**config.mk**
```make
export PLATFORM = sky130hd
export DESIGN_NAME = tap_status_regs
export DESIGN_NICKNAME = d
export VERILOG_FILES = /design/src/tap_pkg.sv /design/src/tap_mdio_read.sv /design/src/tap_status_regs.sv
export VERILOG_INCLUDE_DIRS = /design/src
export SDC_FILE = /design/constraint.sdc
export NUM_CORES = 1
export LEC_CHECK = 0
export ABC_CLOCK_PERIOD_IN_PS = 6700
export BUFFER_PORTS_ARGS = -buffer_cell sky130_fd_sc_hd__buf_2
export CAP_MARGIN = 20
export CORE_UTILIZATION = 50
export DETAILED_ROUTE_END_ITERATION = 6
export GPL_ROUTABILITY_DRIVEN = 0
export GPL_TIMING_DRIVEN = 0
export PLACE_DENSITY = 0.74
export SETUP_SLACK_MARGIN = 0.05
export SYNTH_ARGS = -nofsm -noshare
export SYNTH_HDL_FRONTEND = slang
export SYNTH_SLANG_ARGS = --single-unit
```
**constraint.sdc**
```tcl
create_clock -name clk -period 6.7 [get_ports clk]
set_clock_uncertainty 0.05 [all_clocks]
set_input_delay 1.005 -clock clk [delete_from_list [all_inputs] [get_ports clk]]
set_output_delay 1.005 -clock clk [all_outputs]
set_load 0.03 [all_outputs]
```
**src/tap_regs.svh**
```systemverilog
// Register indexes, field positions, reset values and timing counts of the status block.
`ifndef TAP_REGS_SVH
`define TAP_REGS_SVH

// ----------------------------------------------------------------
// Register indexes; the byte address on the bus is four times these.
// ----------------------------------------------------------------
`define TAP_IDX_ADVERTISE 8'h68
`define TAP_IDX_PARTNER 8'h6a
`define TAP_IDX_STATUS 8'h6c

// ----------------------------------------------------------------
// Advertisement and partner ability field positions.
// ----------------------------------------------------------------
`define TAP_BIT_MORE_PAGES 15
`define TAP_BIT_PARTNER_ACK 14
`define TAP_BIT_RF_HI 13
`define TAP_BIT_RF_LO 12
`define TAP_BIT_ASYM 8
`define TAP_BIT_SYM 7
`define TAP_BIT_HALF_DUP 6
`define TAP_BIT_FULL_DUP 5
`define TAP_RST_RF 2'h0
`define TAP_RST_PAUSE 1'h0

// ----------------------------------------------------------------
// Status byte field positions.
// ----------------------------------------------------------------
`define TAP_ST_TEN_BIT 7
`define TAP_ST_TX_PAUSE 6
`define TAP_ST_RX_PAUSE 5
`define TAP_ST_GIG_FULL 4
`define TAP_ST_FAST 3
`define TAP_ST_LEGACY 2
`define TAP_ST_LINK 1
`define TAP_ST_FULL 0

// ----------------------------------------------------------------
// Management polling: PHY address, frame layout and timing.
// ----------------------------------------------------------------
`define TAP_PHY_ADDR 5'h01
`define TAP_MDIO_START_READ 4'h6
`define TAP_POLL_REGS 6
`define TAP_PREAMBLE_BITS 32
`define TAP_FRAME_BITS 64
`define TAP_DRIVEN_BITS 46
`define TAP_READ_FIRST_BIT 48
`define TAP_CLK_PERIOD_NS 10
`define TAP_MDC_PERIOD_NS 320
`define TAP_MDC_HALF_CYC (`TAP_MDC_PERIOD_NS / `TAP_CLK_PERIOD_NS / 2)

// ----------------------------------------------------------------
// Polled PHY registers and the bits read from them.
// ----------------------------------------------------------------
`define TAP_MII_CTRL 5'h00
`define TAP_MII_STAT 5'h01
`define TAP_MII_ADV 5'h04
`define TAP_MII_LPA 5'h05
`define TAP_MII_GCTRL 5'h09
`define TAP_MII_GSTAT 5'h0a
`define TAP_CTRL_SPEED_LSB 13
`define TAP_CTRL_AN_EN 12
`define TAP_CTRL_DUPLEX 8
`define TAP_CTRL_SPEED_MSB 6
`define TAP_STAT_LINK 2
`define TAP_ABIL_100_FULL 8
`define TAP_ABIL_100_HALF 7
`define TAP_ABIL_10_FULL 6
`define TAP_GCTRL_1000_FULL 9
`define TAP_GSTAT_1000_FULL 11

`endif

```
**src/tap_pkg.sv**
```systemverilog
// Types shared by the status register block and its management reader.
package tap_pkg;

  // Classic Wishbone request from the master.
  typedef struct packed {
    logic cyc;
    logic stb;
    logic we;
    logic [9:0] adr;
    logic [3:0] sel;
    logic [31:0] dat;
  } tap_wb_req_s;

  // Management pins; the data pin is split into output and enable.
  typedef struct packed {
    logic mdc;
    logic mdio_out;
    logic mdio_oe;
  } tap_mdio_pins_s;

  // State of the management frame reader.
  typedef struct packed {
    logic busy;
    logic [4:0] div;
    logic [6:0] idx;
    logic [45:0] sh;
    logic [15:0] rdata;
    logic done;
    tap_mdio_pins_s pins;
  } tap_mdio_st_s;

  // Polling sequencer states.
  typedef enum logic {TAP_POLL_ISSUE, TAP_POLL_WAIT} tap_poll_e;

  // Copies of the six polled PHY registers.
  typedef logic [5:0][15:0] tap_phy_regs_t;

  // State of the register block.
  typedef struct packed {
    logic ack;
    logic [31:0] rdat;
    logic [1:0] rf;
    logic sym;
    logic asym;
    logic [15:0] lp;
    logic tbi_mode;
    tap_phy_regs_t phy;
    logic [2:0] pidx;
    tap_poll_e poll;
    logic start;
    logic [7:0] stat;
  } tap_regs_st_s;

endpackage : tap_pkg

```
**src/tap_mdio_read.sv**
```systemverilog
// Management read frame engine: preamble, read opcode, turnaround, 16 data bits.
`timescale 1ns/1ps
`include "tap_regs.svh"

module tap_mdio_read (
  input wire logic clk,
  input wire logic sys_rst,
  input wire logic start,
  input wire logic [4:0] reg_addr,
  input wire logic mdio_in,
  output tap_pkg::tap_mdio_pins_s pins,
  output logic done,
  output logic [15:0] rdata
);

  tap_pkg::tap_mdio_st_s st_ff;
  tap_pkg::tap_mdio_st_s nxt_st;

  // ----------------------------------------------------------------
  // Frame sequencing.
  // ----------------------------------------------------------------

  // Clock low half first; data changes on the falling edge, sampled on the rising.
  always_comb begin
    nxt_st = st_ff;
    nxt_st.done = 1'b0;
    if (!st_ff.busy) begin
      if (start) begin
        nxt_st.busy = 1'b1;
        nxt_st.div = 5'h00;
        nxt_st.idx = 7'h00;
        nxt_st.sh = {{`TAP_PREAMBLE_BITS{1'b1}}, `TAP_MDIO_START_READ, `TAP_PHY_ADDR, reg_addr};
        nxt_st.pins.mdc = 1'b0;
        nxt_st.pins.mdio_out = 1'b1;
        nxt_st.pins.mdio_oe = 1'b1;
      end
    end else if (st_ff.div == 5'(`TAP_MDC_HALF_CYC - 1)) begin
      nxt_st.div = 5'h00;
      nxt_st.pins.mdc = ~st_ff.pins.mdc;
      if (!st_ff.pins.mdc) begin
        // Rising edge: the PHY's data bits are taken here.
        if (st_ff.idx >= 7'(`TAP_READ_FIRST_BIT)) begin
          nxt_st.rdata = {st_ff.rdata[14:0], mdio_in};
        end
      end else if (st_ff.idx == 7'(`TAP_FRAME_BITS - 1)) begin
        // Last falling edge closes the frame and hands over the word.
        nxt_st.busy = 1'b0;
        nxt_st.done = 1'b1;
        nxt_st.pins.mdio_oe = 1'b0;
      end else begin
        nxt_st.idx = st_ff.idx + 7'h01;
        nxt_st.sh = {st_ff.sh[44:0], 1'b0};
        nxt_st.pins.mdio_out = st_ff.sh[44];
        nxt_st.pins.mdio_oe = (st_ff.idx + 7'h01) < 7'(`TAP_DRIVEN_BITS);
      end
    end else begin
      nxt_st.div = st_ff.div + 5'h01;
    end
  end

  // State register.
  always_ff @(posedge clk or posedge sys_rst) begin
    if (sys_rst) begin
      st_ff <= '0;
    end else begin
      st_ff <= nxt_st;
    end
  end

  assign pins = st_ff.pins;
  assign done = st_ff.done;
  assign rdata = st_ff.rdata;

endmodule : tap_mdio_read

```
**src/tap_status_regs.sv**
```systemverilog
// Auto-negotiation ability registers and PHY link status byte on a Wishbone slave.
//
// Local design decision: the Wishbone interface to the registers.
`timescale 1ns/1ps
`include "tap_regs.svh"

module tap_status_regs (
  input wire logic clk,
  input wire logic sys_rst,
  input tap_pkg::tap_wb_req_s wb_req,
  output logic wb_ack,
  output logic [31:0] wb_dat,
  input wire logic eeprom_load,
  input wire logic eeprom_ten_bit,
  input wire logic flow_tx_en,
  input wire logic flow_rx_en,
  input wire logic tbi_link_ok,
  input wire logic tbi_an_done,
  input wire logic [15:0] tbi_rx_page,
  input wire logic mdio_in,
  output tap_pkg::tap_mdio_pins_s mdio_pins,
  output logic [7:0] link_status
);

  tap_pkg::tap_regs_st_s st_ff;
  tap_pkg::tap_regs_st_s nxt_st;
  logic mdio_done;
  logic [15:0] mdio_rdata;
  logic [4:0] poll_addr;
  logic [3:0] resolved;
  logic [7:0] stat_now;

  // ----------------------------------------------------------------
  // Decoding helpers.
  // ----------------------------------------------------------------

  // Maps a slot of the polling loop to its PHY register address.
  function automatic logic [4:0] poll_reg(input logic [2:0] slot);
    logic [4:0] a;
    a = `TAP_MII_CTRL;
    case (slot)
      3'h1: a = `TAP_MII_STAT;
      3'h2: a = `TAP_MII_ADV;
      3'h3: a = `TAP_MII_LPA;
      3'h4: a = `TAP_MII_GCTRL;
      3'h5: a = `TAP_MII_GSTAT;
      default: a = `TAP_MII_CTRL;
    endcase
    return a;
  endfunction : poll_reg

  // Resolves {gigabit full, 100, 10, full duplex} from the polled copies.
  function automatic logic [3:0] resolve(input tap_pkg::tap_phy_regs_t r);
    logic [15:0] common;
    logic [1:0] spd;
    logic full;
    logic [3:0] res;
    common = r[2] & r[3];
    spd = {r[0][`TAP_CTRL_SPEED_MSB], r[0][`TAP_CTRL_SPEED_LSB]};
    full = r[0][`TAP_CTRL_DUPLEX];
    res = 4'h0;
    if (!r[0][`TAP_CTRL_AN_EN]) begin
      // Forced mode: speed and duplex come from the control register.
      res = {(spd == 2'h2) & full, spd == 2'h1, spd == 2'h0, full};
    end else if (r[4][`TAP_GCTRL_1000_FULL] & r[5][`TAP_GSTAT_1000_FULL]) begin
      res = 4'h9;
    end else if (common[`TAP_ABIL_100_FULL]) begin
      res = 4'h5;
    end else if (common[`TAP_ABIL_100_HALF]) begin
      res = 4'h4;
    end else if (common[`TAP_ABIL_10_FULL]) begin
      res = 4'h3;
    end else begin
      res = 4'h2;
    end
    return res;
  endfunction : resolve

  // Tells whether a word address hits one of the three registers.
  function automatic logic is_mapped(input logic [7:0] idx);
    logic hit;
    if (idx == `TAP_IDX_ADVERTISE) begin
      hit = 1'b1;
    end else if (idx == `TAP_IDX_PARTNER) begin
      hit = 1'b1;
    end else if (idx == `TAP_IDX_STATUS) begin
      hit = 1'b1;
    end else begin
      hit = 1'b0;
    end
    return hit;
  endfunction : is_mapped

  // Builds the read word for a register index; unmapped reads as zero.
  function automatic logic [31:0] read_word(input logic [7:0] idx,
                                            input tap_pkg::tap_regs_st_s s);
    logic [31:0] w;
    w = 32'h0000_0000;
    if (idx == `TAP_IDX_ADVERTISE) begin
      w[`TAP_BIT_RF_HI:`TAP_BIT_RF_LO] = s.rf;
      w[`TAP_BIT_ASYM] = s.asym;
      w[`TAP_BIT_SYM] = s.sym;
      w[`TAP_BIT_FULL_DUP] = 1'b1;
    end else if (idx == `TAP_IDX_PARTNER) begin
      w[15:0] = s.lp;
    end else if (idx == `TAP_IDX_STATUS) begin
      w[7:0] = s.stat;
    end
    return w;
  endfunction : read_word

  // ----------------------------------------------------------------
  // Management reader.
  // ----------------------------------------------------------------

  // One frame at a time; the sequencer below walks the six registers.
  tap_mdio_read u_mdio (
    .clk(clk),
    .sys_rst(sys_rst),
    .start(st_ff.start),
    .reg_addr(poll_addr),
    .mdio_in(mdio_in),
    .pins(mdio_pins),
    .done(mdio_done),
    .rdata(mdio_rdata)
  );

  assign poll_addr = poll_reg(st_ff.pidx);

  // ----------------------------------------------------------------
  // Status byte.
  // ----------------------------------------------------------------

  // Speed bits hold zero without a link, and in ten-bit mode.
  always_comb begin
    resolved = resolve(st_ff.phy);
    stat_now = 8'h00;
    stat_now[`TAP_ST_TEN_BIT] = st_ff.tbi_mode;
    stat_now[`TAP_ST_TX_PAUSE] = flow_tx_en;
    stat_now[`TAP_ST_RX_PAUSE] = flow_rx_en;
    if (st_ff.tbi_mode) begin
      stat_now[`TAP_ST_LINK] = tbi_link_ok;
      stat_now[`TAP_ST_FULL] = tbi_link_ok;
    end else if (st_ff.phy[1][`TAP_STAT_LINK]) begin
      stat_now[`TAP_ST_GIG_FULL] = resolved[3];
      stat_now[`TAP_ST_FAST] = resolved[2];
      stat_now[`TAP_ST_LEGACY] = resolved[1];
      stat_now[`TAP_ST_LINK] = 1'b1;
      stat_now[`TAP_ST_FULL] = resolved[0];
    end
  end

  // ----------------------------------------------------------------
  // Next state: bus slave, strap, partner capture, polling loop.
  // ----------------------------------------------------------------

  // A request is answered with ack one cycle after it is seen.
  always_comb begin
    nxt_st = st_ff;
    nxt_st.start = 1'b0;
    nxt_st.stat = stat_now;
    nxt_st.ack = wb_req.cyc & wb_req.stb & ~st_ff.ack;
    if (wb_req.cyc & wb_req.stb & ~st_ff.ack) begin
      nxt_st.rdat = read_word(wb_req.adr[9:2], st_ff);
      if (wb_req.we && is_mapped(wb_req.adr[9:2]) &&
          wb_req.adr[9:2] == `TAP_IDX_ADVERTISE) begin
        if (wb_req.sel[1]) begin
          nxt_st.rf = wb_req.dat[`TAP_BIT_RF_HI:`TAP_BIT_RF_LO];
          nxt_st.asym = wb_req.dat[`TAP_BIT_ASYM];
        end
        if (wb_req.sel[0]) begin
          nxt_st.sym = wb_req.dat[`TAP_BIT_SYM];
        end
      end
    end
    // Interface mode follows the value loaded from the EEPROM.
    if (eeprom_load) begin
      nxt_st.tbi_mode = eeprom_ten_bit;
    end
    // Base page of the finished negotiation; held until the next one.
    if (tbi_an_done) begin
      nxt_st.lp = 16'h0000;
      nxt_st.lp[`TAP_BIT_MORE_PAGES] = tbi_rx_page[`TAP_BIT_MORE_PAGES];
      nxt_st.lp[`TAP_BIT_PARTNER_ACK] = tbi_rx_page[`TAP_BIT_PARTNER_ACK];
      nxt_st.lp[`TAP_BIT_RF_HI:`TAP_BIT_RF_LO] =
        tbi_rx_page[`TAP_BIT_RF_HI:`TAP_BIT_RF_LO];
      nxt_st.lp[`TAP_BIT_ASYM:`TAP_BIT_SYM] =
        tbi_rx_page[`TAP_BIT_ASYM:`TAP_BIT_SYM];
      nxt_st.lp[`TAP_BIT_HALF_DUP] = tbi_rx_page[`TAP_BIT_HALF_DUP];
      nxt_st.lp[`TAP_BIT_FULL_DUP] = tbi_rx_page[`TAP_BIT_FULL_DUP];
    end
    // Endless polling loop over the six PHY registers.
    case (st_ff.poll)
      tap_pkg::TAP_POLL_ISSUE: begin
        nxt_st.start = 1'b1;
        nxt_st.poll = tap_pkg::TAP_POLL_WAIT;
      end
      tap_pkg::TAP_POLL_WAIT: begin
        if (mdio_done) begin
          nxt_st.phy[st_ff.pidx] = mdio_rdata;
          if (st_ff.pidx == 3'(`TAP_POLL_REGS - 1)) begin
            nxt_st.pidx = 3'h0;
          end else begin
            nxt_st.pidx = st_ff.pidx + 3'h1;
          end
          nxt_st.poll = tap_pkg::TAP_POLL_ISSUE;
        end
      end
      default: begin
        nxt_st.poll = tap_pkg::TAP_POLL_ISSUE;
      end
    endcase
  end

  // ----------------------------------------------------------------
  // State register.
  // ----------------------------------------------------------------

  // Every field starts from zero; the poll loop starts at slot zero.
  always_ff @(posedge clk or posedge sys_rst) begin
    if (sys_rst) begin
      st_ff <= '0;
      st_ff.rf <= `TAP_RST_RF;
      st_ff.sym <= `TAP_RST_PAUSE;
      st_ff.asym <= `TAP_RST_PAUSE;
      st_ff.poll <= tap_pkg::TAP_POLL_ISSUE;
    end else begin
      st_ff <= nxt_st;
    end
  end

  // ----------------------------------------------------------------
  // Outputs.
  // ----------------------------------------------------------------

  // Bus answer and status byte come straight from the state register.
  assign wb_ack = st_ff.ack;
  assign wb_dat = st_ff.rdat;
  assign link_status = st_ff.stat;

endmodule : tap_status_regs

```
==> results of run 1 <==
## cells in the mapped netlist (all sizes together), types with 3 or more instances
cell    number  area, sq um
and2         3         18.8
xnor2        3         26.3
or3          3         28.8
a21oi       38          190
dfrtp      129         3230
nor2b        3         18.8
nor4         3         25.0
ha           4         50.1
a31oi        3         18.8
a21o         3         22.5
o22ai        3         32.5
a22o         7         61.3
clkbuf      16         65.1
mux2        40          450
nor2        24         90.1
nand3        9         45.0
nand2       87          327
mux2i        4         40.0
inv         11         41.3
buf         51          382
o21ai       62          310
o31ai        6         45.0
nor3         5         41.3
## routing by layer
| metal | wire [um] | vias to the layer above | share of wire |
|---|---|---|---|
| met5 | 0 | - | 0 |
| met4 | 167 | 0 | 0.015 |
| met3 | 584 | 12 | 0.053 |
| met2 | 5410 | 118 | 0.49 |
| met1 | 4930 | 2027 | 0.44 |
| li1 | - | 1994 | - |
## sequential cells by signal (all words and copies together), names as in the netlist
| signal | count |
|---|---|
| link_status | 8 |
| nxt_st | 1 |
| st_ff | 30 |
| u_mdio.done | 1 |
| u_mdio.pins | 3 |
| u_mdio.rdata | 14 |
| u_mdio.st_ff | 58 |
| wb_ack | 1 |
| wb_dat | 13 |
## cell families after synthesis
group | after synthesis
and+or+nand+nor | 147
AOI/OAI and AO/OA | 134
DFF | 129
buffers and inverters | 78
muxes | 44
adders and majority gates | 4
xor gates and xnor gates | 4
other | 1
## worst min-delay path by stage
stage	from	to	slack (ps)
final	st_ff[9]	st_ff[8]	390
after global routing	st_ff[9]	st_ff[8]	420
after CTS	st_ff[9]	st_ff[8]	390
after detailed placement	st_ff[9]	st_ff[8]	380
after global placement	st_ff[9]	st_ff[8]	380
after floorplan	nxt_st[7]	link_status[7]	330
## power breakdown
group	switching, mW	internal, mW
Combinational	0.0474	0.0287
Clock	0.342	0.615
Sequential	0.00491	0.788
Total	0.395	1.43
## per-stage QoR
step                      cells  total power [mW]  utilization
final                       788              1.83        0.628
after detailed placement    756             0.883        0.571
after floorplan             559             0.861            -
after global placement      755             0.880        0.568
after CTS                   788              1.84        0.628
after global routing        788              1.89        0.628
## cell type report
class                      count  share of cell area
timing repair buffer          57              0.0445
inverter                      11             0.00669
tap                          140              0.0253
sequential                   129               0.466
clock inverter                12              0.0226
buffer                        67              0.0645
multi-input combinational    352               0.303
clock buffer                  20              0.0674
## critical path, delay by kind of cell, from the launching register on
family | cells | cell delay, ps
AOI/OAI and AO/OA | 2 | 370
adders and majority gates | 1 | 330
buffers and inverters | 2 | 350
DFF | 1 | 420
and+or+nand+nor | 3 | 700
==> impl_metrics.toml, run 1 <==
[outcome]
status = "complete, no violations"

[logic_synthesis]
synth_seq_area_share = 0.562
netlist_area_sq_um = 5750
synthXorXnorAreaFrac = 0.00610
synthAdderAreaFrac = 0.00871
yosysUniqueCellTypes = 50
synth_top_family_by_area = "compound AO/OA/AOI/OAI gates"
yosysWarnings = 0
ys_ff_latch = 129
synth_simple_gate_area_frac = 0.117
synth_ff_type = "dfrtp_1"
async_reset_ff_frac = 1.00
syn_inst = 541
syn-mean-instance-area_sq_um = 10.6
synth-edff-count = 0
synth-compound-area-share = 0.136
synthMuxAreaShare = 0.0854

[pwr]
p_leak_nw = 3.46
cellPowerDensity_nw_per_um2 = 264
ir_drop_v = 0.000166

[global_route]
grt_max_degree = 96
met3_usage = 0.0592
grt_use_total = 0.208
antenna_found_initial = 0
gr-max-usage-layer = "met2"
grt_use_met1 = 0.261
grt_pass1_wl_um = 18800
met2_usage = 0.340
grt_pass1_vias = 4052
grt-ovfl-total = 0

[flow_run]
cap_violations = 0

[clock_network]
cts_buffers = 17
clock_sinks = 129
ctsHoldBuffers = 0
cts_setup_buffers = 0
cts_max_path_buffers = 2
clk_latency_ps = 420
cts-root-buf = "clkbuf_16"
cts.clk_slew.worst_paths_ps = 60
ctsResizeCount = 0
h-tree-depth = 4
cts_tree = "yes"

[die]
start_util = 0.521
core_area_sq_um = 11000
dieArea_sq_um = 11900
row_count = 38
die_h_um = 109
pin_count = 118
die_w_um = 109

[critical_path]
crit_start = "u_mdio.st_ff[66]"
reg2regPathDepth = 8
crit_required_ps = 6970
crit_top_cell = "buf_6"
end_kind = "register"
r2r-end = "u_mdio.st_ff[38]"
crit_end = "u_mdio.st_ff[38]"
max_stage_delay_ps = 440
r2r_slack_ps = 4380
criticalPathCategory = "register to register"
start_kind = "register"
crit_slowest_cell = "or3_4"
critPathMaxFanout = 10
crit_chain = "ha_1 > nand3_1 > or3_4 > o22ai_4 > buf_6 > buf_6 > nand2_1 > o21ai_0"
arrival_ps = 2590
rr_startpoint = "u_mdio.st_ff[66]"

[sta]
min_period_ps = 2320
hold_violations = 0
drv_slew = 0
period_share = 0.346
worstMarginPinSlew_ps = 923
rsz0062_at_grt = "false"
fmax_mhz = 431
slew_headroom = 0.379
setup_violations = 0
timing.hold.ws_ps = 392
setup_tns_ps = 0
layout_setup_ws_ps = 4380

[detailed_routing]
via_per_inst = 5.27
drt_wl_total_um = 11100
drtAntennaViolNets = 0
dr.pass1.iters = 5
vias = 4151
drcViolationCount = 0
routedWlPerCell_um = 14.1
drtIter0Drc = 257

[final_layout]
multi_input_area_sq_um = 2100
layout_commonest_cell = "dfrtp_1"
final_nets = 713
area_growth_pct = 20.5
drive_gt1_frac = 0.296
diodes = 0
seq_area_sq_um = 3230
nFillCells = 875
layout_common_cells = "129 x dfrtp_1, 87 x nand2_1, 61 x buf_2"
fin_area_sq_um = 6920

[place]
hpwlAfterDp_um = 7400
dpl_cell_area_sq_um = 6300
pre_cts_slack_ps = 3980
port_buffers = 56

[hold_path]
hp-class = "register to register"
holdPathStages = 1
(Power assumes the default switching activity.)
==> run 2: changes to the inputs <==
--- a/config.mk
+++ b/config.mk
@@ -6,14 +6,14 @@
 export SDC_FILE = /design/constraint.sdc
 export NUM_CORES = 1
 export LEC_CHECK = 0
-export ABC_CLOCK_PERIOD_IN_PS = 6700
+export ABC_CLOCK_PERIOD_IN_PS = 1950
 export BUFFER_PORTS_ARGS = -buffer_cell sky130_fd_sc_hd__buf_2
 export CAP_MARGIN = 20
-export CORE_UTILIZATION = 50
+export CORE_UTILIZATION = 49
 export DETAILED_ROUTE_END_ITERATION = 6
 export GPL_ROUTABILITY_DRIVEN = 0
 export GPL_TIMING_DRIVEN = 0
-export PLACE_DENSITY = 0.74
+export PLACE_DENSITY = 0.75
 export SETUP_SLACK_MARGIN = 0.05
 export SYNTH_ARGS = -nofsm -noshare
 export SYNTH_HDL_FRONTEND = slang
==> constraint.sdc (replaced) <==
create_clock -name clk -period 1.95 [get_ports clk]
set_clock_uncertainty 0.05 [all_clocks]
set_input_delay 0.2925 -clock clk [delete_from_list [all_inputs] [get_ports clk]]
set_output_delay 0.2925 -clock clk [all_outputs]
set_load 0.03 [all_outputs]
==> impl_metrics.toml, run 2 (synthesized netlist as in run 1, its figures left out) <==
[final_layout]
final_core_util = 0.668
layout_commonest_cell = "dfrtp_1"
largest_reg_flops = 58
drive_gt1_frac = 0.397
largest_register = "u_mdio.st_ff"
diodes = 0
layout_common_cells = "127 x dfrtp_1, 70 x buf_4, 68 x nand2_1"
area_growth_pct = 32.7
final_nets = 750

[detailed_routing]
routedWlPerCell_um = 15.6
dr.pass1.iters = 5
via_per_inst = 5.30
drtAntennaViolNets = 0
drtIter0Drc = 297
drt_wl_total_um = 12900
vias = 4387
drcViolationCount = 0

[sta]
setup_tns_ps = -88.3
fmax_mhz = 508
slew_headroom = 0.550
worstMarginPinSlew_ps = 670
drv_slew = 0
setup_violations = 10
min_period_ps = 1970
hold_violations = 0
rsz0062_at_grt = "true"
period_share = 1.01
layout_setup_ws_ps = -19.2

[global_route]
grt-ovfl-total = 0
grt_use_total = 0.219
antenna_found_initial = 0
grt_max_degree = 45
grt_pass1_wl_um = 19900
grt_pass1_vias = 4179

[flow_run]
cap_violations = 0

[pwr]
p_leak_nw = 3.74
cellPowerDensity_nw_per_um2 = 825
ir_drop_v = 0.000672

[critical_path]
rr_startpoint = "u_mdio.st_ff[74]"
criticalPathCategory = "register to register"
end_kind = "register"
start_kind = "register"
arrival_ps = 2220
reg2regPathDepth = 6
r2r_slack_ps = -20
critPathMaxFanout = 5
r2r-end = "u_mdio.rdata[8]"
crit_required_ps = 2200

[die]
die_w_um = 110
start_util = 0.503
die_h_um = 110
pin_count = 118
row_count = 39
dieArea_sq_um = 12200
core_area_sq_um = 11400

[hold_path]
whs_endpoint = "link_status[1]"
hp-class = "primary input to register"
holdPathStages = 3
worstHoldStart = "tbi_link_ok"

[clock_network]
cts_tree = "yes"
clk_latency_ps = 430
cts_buffers = 17
cts.clk_slew.worst_paths_ps = 50
h-tree-depth = 4
cts_max_path_buffers = 2
cts-root-buf = "clkbuf_16"
clock_sinks = 129

[outcome]
violations = "setup timing"
status = "complete, but fails checks"

[place]
port_buffers = 56
hpwlAfterDp_um = 7810
run 2: cell types whose count changed in the layout (fill, tap and decap cells not counted), sizes merged:
cell	delta
buf	+33
clkbuf	+3
clkinvlp	-1
inv	-2
o22ai	+1
dlygate4sd3	+3
run 2: layout make-up:
cell class / count / area [sq um]
inverter: 11 / 47.5
clock inverter: 9 / 129
multi-input combinational: 353 / 2360
fill: 831 / 3800
clock buffer: 23 / 488
buffer: 67 / 512
tap: 143 / 179
sequential: 129 / 3230
timing repair buffer: 93 / 677
run 2: worst max-delay path by stage:
| stage | end | slack [ps] | cells after the start | startpoint |
|---|---|---|---|---|
| after CTS | u_mdio.rdata[8] | -70 | 6 | u_mdio.st_ff[73] |
| after global routing | u_mdio.rdata[2] | -70 | 6 | u_mdio.st_ff[74] |
| after floorplan | link_status[0] | 10 | 1 | sys_rst |
| after detailed placement | u_mdio.st_ff[40] | -230 | 6 | u_mdio.st_ff[78] |
| final | u_mdio.rdata[8] | -20 | 6 | u_mdio.st_ff[74] |
| after global placement | u_mdio.rdata[0] | -720 | 2 | sys_rst |
run 2: per-stage QoR:
stage	instances	area [sq um]	setup WS, ps	hold WS (ps)	total power, mW
global route	828	7620	-66.4	50.1	6.47
finish	828	7620	-19.2	53.7	6.28
floorplan	559	5850	12.3	274	2.96
CTS	813	7250	-66.8	39.0	6.32
global placement	758	6310	-717	353	3.02
detailed placement	761	6370	-231	265	3.05
run 2: what timing repair did:
item	in CTS	in global routing
setup endpoints to repair	78	71
buffers inserted	14	12
gates resized for setup	31	89
pin swaps	7	20
hold buffers	3	0
hold endpoints to repair	18	0
cloned	3	3
run 2: critical path, stage by stage (launching register included):
cell and delay (ps):
dfrtp_1 390, ha_4 170, nand3_4 80, or3_4 360
nor3_4 290, buf_6 200, mux2_4 310
run 2: report_power, final:
part           switching (mW)  total [mW]  internal (mW)
clock network            1.14        3.27           2.14
registers              0.0171        2.72           2.71
logic                   0.170       0.286          0.116
total                    1.32        6.28           4.96
run 2: routing by layer:
| metal | part of all wire | wire length (um) | global-route usage | up-vias |
|---|---|---|---|---|
| li1 | - | - | - | 2070 |
| met1 | 0.43 | 5480 | 0.273 | 2156 |
| met2 | 0.51 | 6540 | 0.361 | 141 |
| met3 | 0.052 | 672 | 0.0600 | 20 |
| met4 | 0.015 | 192 | 0.0902 | 0 |
| met5 | 0 | 0 | 0 | - |
